===== config.mk =====
export PLATFORM = sky130hd
export DESIGN_NAME = chip_reset_controller
export DESIGN_NICKNAME = d
export VERILOG_FILES = /design/src/core/chip_reset_controller.v
export VERILOG_INCLUDE_DIRS = /design/src /design/src/core
export SDC_FILE = /design/constraint.sdc
export NUM_CORES = 1
export LEC_CHECK = 0
export ABC_AREA = 1
export CAP_MARGIN = 40
export CORE_AREA = 5 5 83 115
export DETAILED_ROUTE_END_ITERATION = 8
export DIE_AREA = 0 0 88 120
export DONT_BUFFER_PORTS = 1
export GPL_TIMING_DRIVEN = 0
export MAX_ROUTING_LAYER = met4
export PLACE_DENSITY = 0.66
export SLEW_MARGIN = 30
export SYNTH_ARGS = -nofsm -noshare
export SYNTH_HDL_FRONTEND = slang
export SYNTH_SLANG_ARGS = --single-unit

===== constraint.sdc =====
create_clock -name i_clk -period 1.6 [get_ports i_clk]
set_input_delay 0.08 -clock i_clk [delete_from_list [all_inputs] [get_ports i_clk]]
set_output_delay 0.08 -clock i_clk [all_outputs]
set_load 0.03 [all_outputs]

===== src/core/chip_reset_regs.vh =====
// chip_reset_regs.vh: constants of the chip reset controller
`ifndef CHIP_RESET_REGS_VH
`define CHIP_RESET_REGS_VH

// input clock period and derived sequence lengths
`define CLK_PERIOD_NS      10
`define SOFT_TAIL_NS       160
`define SOFT_TAIL_CYC      (`SOFT_TAIL_NS / `CLK_PERIOD_NS)
`define CFG_WAIT_CYC       15369
`define HARD_HOLD_CYC      64
`define SOFT_HOLD_CYC      64

// reset cause bit positions
`define CAUSE_W            8
`define CAUSE_POR          0
`define CAUSE_HARD_PIN     1
`define CAUSE_SOFT_PIN     2
`define CAUSE_WDOG         3
`define CAUSE_TAP          4
`define CAUSE_LINK         5
`define CAUSE_SW_HARD      6
`define CAUSE_SW_SOFT      7
`define CAUSE_RST          8'h00

// boundary-scan command codes and which of them drive the soft pin
`define BSCAN_EXTEST       2'h0
`define BSCAN_CLAMP        2'h1
`define BSCAN_HIGHZ        2'h2
`define BSCAN_DRV_MASK     4'h1

// configuration capture widths and reset values
`define CFG_SRC_W          3
`define CFG_FIELD_W        17
`define CFG_SRC_RST        3'h0
`define CFG_FIELD_RST      17'h00000

`endif


===== src/core/chip_reset_controller.v =====
// chip_reset_controller.v: central reset sequencer for the processor
`timescale 1ns/1ns
`include "chip_reset_regs.vh"

module chip_reset_controller #(
    parameter CFG_CYCLES  = `CFG_WAIT_CYC,
    parameter HARD_CYCLES = `HARD_HOLD_CYC,
    parameter SOFT_CYCLES = `SOFT_HOLD_CYC,
    parameter CNT_W       = 18
) (
    input  wire                     i_clk,
    input  wire                     i_rst_n,
    input  wire                     i_power_on_reset_n,
    input  wire                     i_hard_reset_n,
    output wire                     o_hard_reset_n,
    output reg                      o_hard_reset_n_oe,
    input  wire                     i_soft_reset_n,
    output wire                     o_soft_reset_n,
    output reg                      o_soft_reset_n_oe,
    input  wire [`CFG_SRC_W-1:0]    i_config_source_select,
    input  wire [`CFG_FIELD_W-1:0]  i_config_field,
    input  wire                     i_wdog_zero,
    input  wire                     i_wdog_enable,
    input  wire                     i_tap_host_reset,
    input  wire                     i_bscan_req,
    input  wire [1:0]               i_bscan_cmd,
    input  wire                     i_link_hard_reset,
    input  wire                     i_sw_hard_req,
    input  wire                     i_sw_soft_req,
    output reg  [`CAUSE_W-1:0]      o_reset_cause,
    output reg  [`CFG_SRC_W-1:0]    o_config_source_select,
    output reg  [`CFG_FIELD_W-1:0]  o_config_field,
    output reg                      o_pll_reset,
    output reg                      o_cfg_word_load,
    output reg                      o_sys_cfg_sample,
    output reg                      o_periph_reset,
    output reg                      o_ext_cores_reset,
    output reg                      o_full_reset,
    output reg                      o_partial_reset,
    output reg                      o_busy
);

    localparam ST_IDLE = 3'h0;
    localparam ST_POR  = 3'h1;
    localparam ST_CFG  = 3'h2;
    localparam ST_HARD = 3'h3;
    localparam ST_TAIL = 3'h4;
    localparam ST_SOFT = 3'h5;

    // counts kept as integers, cut to the counter width on purpose
    localparam integer CFG_LAST_I  = CFG_CYCLES - 1;
    localparam integer HARD_LAST_I = HARD_CYCLES - 1;
    localparam integer SOFT_LAST_I = SOFT_CYCLES - 1;
    localparam integer TAIL_LAST_I = `SOFT_TAIL_CYC - 1;
    localparam [CNT_W-1:0] CFG_LAST  = CFG_LAST_I[CNT_W-1:0];
    localparam [CNT_W-1:0] HARD_LAST = HARD_LAST_I[CNT_W-1:0];
    localparam [CNT_W-1:0] SOFT_LAST = SOFT_LAST_I[CNT_W-1:0];
    localparam [CNT_W-1:0] TAIL_LAST = TAIL_LAST_I[CNT_W-1:0];

    // hard-level states keep the hard pin low
    function drives_hard;
        input [2:0] st;
        begin
            drives_hard = (st == ST_POR) || (st == ST_CFG) || (st == ST_HARD);
        end
    endfunction

    // pin synchronisers, third stage only for edge detection
    reg  [1:0]               por_sync_ff;
    reg  [2:0]               hard_sync_ff;
    reg  [2:0]               soft_sync_ff;
    reg  [`CFG_SRC_W-1:0]    src_meta_ff;
    reg  [`CFG_SRC_W-1:0]    src_sync_ff;
    reg  [`CFG_FIELD_W-1:0]  field_meta_ff;
    reg  [`CFG_FIELD_W-1:0]  field_sync_ff;

    reg  [2:0]               state_ff;
    reg  [2:0]               nxt_state;
    reg  [CNT_W-1:0]         cnt_ff;
    reg  [CNT_W-1:0]         nxt_cnt;
    reg  [`CAUSE_W-1:0]      nxt_cause;
    reg                      drv_soft_ff;
    reg                      nxt_drv_soft;
    reg                      nxt_cfg_capture;
    reg                      nxt_sys_sample;

    wire                     req_por;
    wire                     hard_edge;
    wire                     soft_edge;
    wire                     hard_pin_ok;
    wire                     bscan_drv;
    wire [3:0]               bscan_shift;
    wire [`CAUSE_W-1:0]      new_bits;
    wire                     hard_any;
    wire                     soft_any;
    wire                     soft_drv_req;

    // pins only pulled low, the board pull-up makes the high level
    assign o_hard_reset_n = 1'b0;
    assign o_soft_reset_n = 1'b0;

    always @(posedge i_clk)
    begin
        if (!i_rst_n)
        begin
            por_sync_ff   <= 2'h0;
            hard_sync_ff  <= 3'h7;
            soft_sync_ff  <= 3'h7;
            src_meta_ff   <= `CFG_SRC_RST;
            src_sync_ff   <= `CFG_SRC_RST;
            field_meta_ff <= `CFG_FIELD_RST;
            field_sync_ff <= `CFG_FIELD_RST;
        end
        else
        begin
            por_sync_ff   <= {por_sync_ff[0], i_power_on_reset_n};
            hard_sync_ff  <= {hard_sync_ff[1:0], i_hard_reset_n};
            soft_sync_ff  <= {soft_sync_ff[1:0], i_soft_reset_n};
            src_meta_ff   <= i_config_source_select;
            src_sync_ff   <= src_meta_ff;
            field_meta_ff <= i_config_field;
            field_sync_ff <= field_meta_ff;
        end
    end

    assign req_por   = ~por_sync_ff[1];
    // edges, not levels: the pins echo our own drive for a few cycles
    assign hard_edge = hard_sync_ff[2] & ~hard_sync_ff[1];
    assign soft_edge = soft_sync_ff[2] & ~soft_sync_ff[1];
    // while we pull the hard pin its level tells nothing
    assign hard_pin_ok = (state_ff == ST_IDLE) || (state_ff == ST_SOFT);
    assign bscan_shift = `BSCAN_DRV_MASK >> i_bscan_cmd;
    assign bscan_drv   = bscan_shift[0];

    // every source lands in one cause vector
    assign new_bits[`CAUSE_POR]      = req_por;
    assign new_bits[`CAUSE_HARD_PIN] = hard_edge & hard_pin_ok;
    assign new_bits[`CAUSE_SOFT_PIN] = soft_edge & (state_ff == ST_IDLE);
    assign new_bits[`CAUSE_WDOG]     = i_wdog_zero & i_wdog_enable;
    assign new_bits[`CAUSE_TAP]      = i_tap_host_reset | i_bscan_req;
    assign new_bits[`CAUSE_LINK]     = i_link_hard_reset;
    assign new_bits[`CAUSE_SW_HARD]  = i_sw_hard_req;
    assign new_bits[`CAUSE_SW_SOFT]  = i_sw_soft_req;

    assign hard_any = new_bits[`CAUSE_HARD_PIN] | new_bits[`CAUSE_WDOG] |
                      new_bits[`CAUSE_LINK] | new_bits[`CAUSE_SW_HARD];
    assign soft_any = new_bits[`CAUSE_SOFT_PIN] | new_bits[`CAUSE_TAP] |
                      new_bits[`CAUSE_SW_SOFT];
    assign soft_drv_req = new_bits[`CAUSE_SOFT_PIN] | i_tap_host_reset |
                          new_bits[`CAUSE_SW_SOFT] | (i_bscan_req & bscan_drv);

    always @*
    begin
        nxt_state       = state_ff;
        nxt_cnt         = (cnt_ff != {CNT_W{1'b0}}) ? cnt_ff - 1'b1 : cnt_ff;
        nxt_cause       = o_reset_cause | new_bits;
        nxt_drv_soft    = drv_soft_ff;
        nxt_cfg_capture = 1'b0;
        nxt_sys_sample  = 1'b0;
        case (state_ff)
            ST_IDLE:
            begin
                // a fresh sequence forgets the previous causes
                nxt_cause = new_bits;
                if (req_por)
                begin
                    nxt_state = ST_POR;
                end
                else if (hard_any)
                begin
                    nxt_state = ST_HARD;
                    nxt_cnt   = HARD_LAST;
                end
                else if (soft_any)
                begin
                    nxt_state    = ST_SOFT;
                    nxt_cnt      = SOFT_LAST;
                    nxt_drv_soft = soft_drv_req;
                end
                else
                begin
                    nxt_cause = o_reset_cause;
                end
            end
            ST_POR:
            begin
                if (!req_por)
                begin
                    nxt_state       = ST_CFG;
                    nxt_cnt         = CFG_LAST;
                    nxt_cfg_capture = 1'b1;
                end
            end
            ST_CFG:
            begin
                if (req_por)
                begin
                    nxt_state = ST_POR;
                end
                else if (cnt_ff == {CNT_W{1'b0}})
                begin
                    nxt_state      = ST_TAIL;
                    nxt_cnt        = TAIL_LAST;
                    nxt_sys_sample = 1'b1;
                end
            end
            ST_HARD:
            begin
                if (req_por)
                begin
                    nxt_state = ST_POR;
                end
                else if (cnt_ff == {CNT_W{1'b0}})
                begin
                    nxt_state      = ST_TAIL;
                    nxt_cnt        = TAIL_LAST;
                    nxt_sys_sample = 1'b1;
                end
            end
            ST_TAIL:
            begin
                if (req_por)
                begin
                    nxt_state = ST_POR;
                end
                else if (hard_any)
                begin
                    nxt_state = ST_HARD;
                    nxt_cnt   = HARD_LAST;
                end
                else if (cnt_ff == {CNT_W{1'b0}})
                begin
                    nxt_state = ST_IDLE;
                end
            end
            ST_SOFT:
            begin
                if (req_por)
                begin
                    nxt_state = ST_POR;
                end
                else if (hard_any)
                begin
                    nxt_state = ST_HARD;
                    nxt_cnt   = HARD_LAST;
                end
                else
                begin
                    // a merged request may need the pin the first one left
                    nxt_drv_soft = drv_soft_ff | soft_drv_req;
                    if (cnt_ff == {CNT_W{1'b0}})
                    begin
                        nxt_state = ST_IDLE;
                    end
                end
            end
            default:
            begin
                nxt_state = ST_IDLE;
            end
        endcase
    end

    always @(posedge i_clk)
    begin
        if (!i_rst_n)
        begin
            state_ff      <= ST_POR;
            cnt_ff        <= {CNT_W{1'b0}};
            o_reset_cause <= `CAUSE_RST;
            drv_soft_ff   <= 1'b0;
        end
        else
        begin
            state_ff      <= nxt_state;
            cnt_ff        <= nxt_cnt;
            o_reset_cause <= nxt_cause;
            drv_soft_ff   <= nxt_drv_soft;
        end
    end

    // configuration pins are taken only when power-on releases
    always @(posedge i_clk)
    begin
        if (!i_rst_n)
        begin
            o_config_source_select <= `CFG_SRC_RST;
            o_config_field         <= `CFG_FIELD_RST;
        end
        else if (nxt_cfg_capture)
        begin
            o_config_source_select <= src_sync_ff;
            o_config_field         <= field_sync_ff;
        end
    end

    // action outputs follow the next state so they line up with it
    always @(posedge i_clk)
    begin
        if (!i_rst_n)
        begin
            o_hard_reset_n_oe <= 1'b1;
            o_soft_reset_n_oe <= 1'b1;
            o_pll_reset       <= 1'b1;
            o_cfg_word_load   <= 1'b0;
            o_sys_cfg_sample  <= 1'b0;
            o_periph_reset    <= 1'b1;
            o_ext_cores_reset <= 1'b1;
            o_full_reset      <= 1'b1;
            o_partial_reset   <= 1'b0;
            o_busy            <= 1'b1;
        end
        else
        begin
            o_hard_reset_n_oe <= drives_hard(nxt_state);
            // soft stays low under hard and through the tail
            o_soft_reset_n_oe <= drives_hard(nxt_state) || (nxt_state == ST_TAIL) ||
                                 ((nxt_state == ST_SOFT) && nxt_drv_soft);
            o_pll_reset       <= (nxt_state == ST_POR);
            o_cfg_word_load   <= (nxt_state == ST_CFG);
            o_sys_cfg_sample  <= nxt_sys_sample;
            o_periph_reset    <= (nxt_state != ST_IDLE);
            o_ext_cores_reset <= (nxt_state != ST_IDLE);
            o_full_reset      <= (nxt_state != ST_IDLE) && (nxt_state != ST_SOFT);
            o_partial_reset   <= (nxt_state == ST_SOFT);
            o_busy            <= (nxt_state != ST_IDLE);
        end
    end

endmodule


==> results.yml <==
global_routing:
  grt_max_degree: 19
  antenna_found_initial: 0
  grt_usage_pct: 18.5
  grt_pass1_wl_um: 15000
  grt_overflow: 0
  first_global_vias: 3216
power_and_ir_drop:
  p_seq_share_pct: 38.8
  pwr-share-comb_pct: 36.6
  p_total_w: 0.00859
  p_sw_share_pct: 36.0
  p_sw_w: 0.00309
  power_frac_clock_pct: 24.7
  power_density_nw_per_um2: 1630
  leakage_nw: 2.57
  max-vdd-ir-drop_mv: 1.08
  intPower_w: 0.00549
min_path:
  min_path_type: "primary input to flip-flop"
layout:
  utilization_pct: 62.3
  nets: 612
  multiInputGateArea_um2: 1840
  diodes: 0
  areaGrowthSynthToFinish_pct: 29.2
  instances_no_fill: 685
  drive_gt1_share_pct: 24.5
  fill_cells: 665
  seq_area_um2: 2130
synthesis:
  yosysUniqueCellTypes: 33
  yosysTopAreaCellShare_pct: 52.0
  synthArstFlopShare_pct: 0
  synthTopCellsByArea: "dfxtp_1 52%, nand2_1 8.6%, nor2_1 7.2%, inv_1 6.1%, o21ai_0 3.2%"
  syn_inst: 508
  yosys.area.top_type: "dfxtp_1"
  yosys_warnings: 0
  synth_seq_area_share_pct: 52.0
  syn_area_um2: 4080
  synth_edf_count: 0
  syn_area_per_cell_um2: 8.03
  synth-seq-cells: 106
  ys.flop_type: "dfxtp_1"
sta:
  finalMaxSlewViolations: 0
  rsz0062_at_grt: "true"
  fin_ws_ns: -0.106
  slew-limit-headroom_pct: 62.5
  fin_setup_tns_ns: -0.519
  hold_viol_final: 0
  max_freq_ghz: 0.586
  setup-violations-final: 10
  finClkSkew_ns: 0.00849
  worstMarginPinSlew_ns: 0.562
  layout_min_cycle_time_ns: 1.71
  fin_crit_sh_pct: 107
floorplan:
  core_area_um2: 8460
  rows: 40
  initial_core_util_pct: 48.2
  ioPinCount: 74
  die_h_um: 120
  dieArea_um2: 10600
  chipWidth_um: 88
detailed_routing:
  drt_iter0_markers: 243
  vias_per_cell: 4.89
  antenna_left: 0
  dr.pass1.iters: 4
  wl_per_cell_um: 13.7
  wl_um: 9390
  drc: 0
  vias: 3347
critical_path:
  start_kind: "flip-flop"
  arrival_ns: 1.95
  r2r_start: "cnt_ff[1]"
  critPathMaxFanout: 3
  cp.required_ns: 1.84
  path_class: "flip-flop to flip-flop"
  r2r_setup_slack_ns: -0.11
  r2r_end: "cnt_ff[0]"
  r2r_cells: 11
  cp-startpoint: "cnt_ff[1]"
  end_kind: "flip-flop"
  cp-endpoint: "cnt_ff[0]"
placed_design:
  pre_cts_slack_ns: -0.195
  gp_congestion: 0.882
  dp_hpwl_um: 6030
  io_buffers: 0
  dp.cells: 614
clock_network:
  numCtsBuffers: 9
  clkLatencyLatePin_ns: 0.35
  cts_tree: "yes"
  clk_path_buf_depth: 2
  path_clk_slew_ns: 0.07
  clock-root-buffer: "clkbuf_16"
  htreeDepth: 3
  clock_sinks: 106
status:
  status: "finished, violations left"
  failed_checks: "negative setup slack"
job:
  maxCapViolCount: 0
[cell usage in the layout, fill, tap and decap left out, types with 7 or more instances in the layout]
cell	Yosys	routed
nand3_1	13	8
nor2_1	78	71
dfxtp_1	106	100
nor2_2	7	7
inv_1	66	61
nand2_2	6	15
dlygate4sd3_1	0	30
nand3_2	7	7
clkbuf_1	12	10
nand2_4	4	9
xor2_1	10	9
o21ai_0	26	23
inv_2	5	10
a21oi_1	22	21
clkbuf_16	0	9
nor2_4	6	13
buf_4	5	25
nand2_1	93	79
[power groups by stage]
| stage | Clock [W] | Sequential, W | Combinational (W) |
|---|---|---|---|
| floorplan | 0 | 0.00330 | 0.00163 |
| global placement | 0 | 0.00335 | 0.00189 |
| detailed placement | 0 | 0.00336 | 0.00195 |
| CTS | 0.00216 | 0.00329 | 0.00243 |
| global route | 0.00227 | 0.00336 | 0.00340 |
| finish | 0.00212 | 0.00333 | 0.00314 |
[cell type report]
type                            instances  area share [%]
Sequential cell                       106            40.4
Multi-Input combinational cell        312            34.9
Timing Repair Buffer                   55            9.71
Inverter                               71            5.06
Clock buffer                           10            4.53
Tap cell                              105            2.49
Buffer                                 20            1.97
Clock inverter                          6           0.926
[cells in the mapped netlist (2+ instances only)]
library cell	n
buf_4	5
nor2_2	7
or2_2	6
ha_1	3
o21ai_0	26
xor2_1	10
buf_1	2
nor3_1	7
inv_1	66
clkbuf_1	12
a31oi_1	2
xnor2_1	5
nor2_1	78
nand2_2	6
a21oi_1	22
dfxtp_1	106
o21ai_1	3
nor2_4	6
nand2_4	4
nand3_1	13
inv_2	5
nand3_2	7
nand4_1	5
nand2_1	93
[registers in the layout (all words and copies together), names as in the netlist, named ones only]
name,flops
o_cfg_word_load,1
o_full_reset,1
o_reset_cause,7
field_sync_ff,17
cnt_ff,18
o_sys_cfg_sample,1
field_meta_ff,17
o_hard_reset_n_oe,1
o_soft_reset_n_oe,1
o_busy,1
por_sync_ff,2
o_pll_reset,1
src_meta_ff,3
o_partial_reset,1
src_sync_ff,3
o_config_source_select,3
o_config_field,17
state_ff,3
hard_sync_ff,3
soft_sync_ff,3
drv_soft_ff,1
[worst max-delay path, cell delays in order (launching register included)]
cell     delay (ns)
dfxtp_2        0.33
inv_2          0.07
ha_4           0.16
nand3_4        0.08
nor2_4         0.18
nand2_4        0.09
buf_6          0.14
ha_4           0.21
o21ai_1        0.11
nand2_1        0.06
nor2_1         0.09
a21oi_1        0.07
[metrics by stage]
stage	hold WS [ns]	cell area (um2)
6_report	0.149	5270
2_1_floorplan	0.178	4110
3_3_place_gp	0.179	4240
4_1_cts	0.130	5000
5_1_grt	0.171	5270
3_5_place_dp	0.181	4240
[timing repair]
action | in CTS | in global routing
setup buffers | 16 | 9
endpoints found under the hold margin | 28 | 0
pin swaps | 8 | 21
endpoints found under the setup margin | 39 | 47
hold buffers | 30 | 0
gates resized for setup | 13 | 57
[worst min path at each step]
stage | depth (start not counted) | startpoint | slack (ns) | endpoint
after floorplan | 2 | i_config_field[0] | 0.18 | field_meta_ff[0]
after global placement | 2 | i_config_field[16] | 0.18 | field_meta_ff[16]
after detailed placement | 2 | i_config_field[3] | 0.18 | field_meta_ff[3]
after CTS | 4 | i_bscan_req | 0.13 | drv_soft_ff
after global routing | 4 | i_bscan_req | 0.17 | drv_soft_ff
final | 4 | i_bscan_req | 0.15 | drv_soft_ff
[routing by layer]
| metal | GRT usage [%] | up-vias | share of wire [%] |
|---|---|---|---|
| li1 | - | 1687 | - |
| met1 | 20.6 | 1536 | 38 |
| met2 | 31.5 | 97 | 54 |
| met3 | 3.91 | 27 | 5.3 |
| met4 | 7.97 | 0 | 2.7 |
| met5 | - | - | 0 |
[cell families (layout without fill, tap and decap cells)]
kind of cell / after synthesis / in the layout / synth area share [%]
flip-flops: 106 / 106 / 52.0
other: 1 / 2 / 0.0919
buffers and inverters: 91 / 162 / 8.86
AND/OR/NAND/NOR: 234 / 234 / 26.9
XOR/XNOR: 15 / 15 / 3.22
AO/OA/AOI/OAI: 58 / 58 / 7.97
adder cells (fa/ha/maj): 3 / 3 / 0.920
No activity file was read; power rests on OpenSTA's default activity.
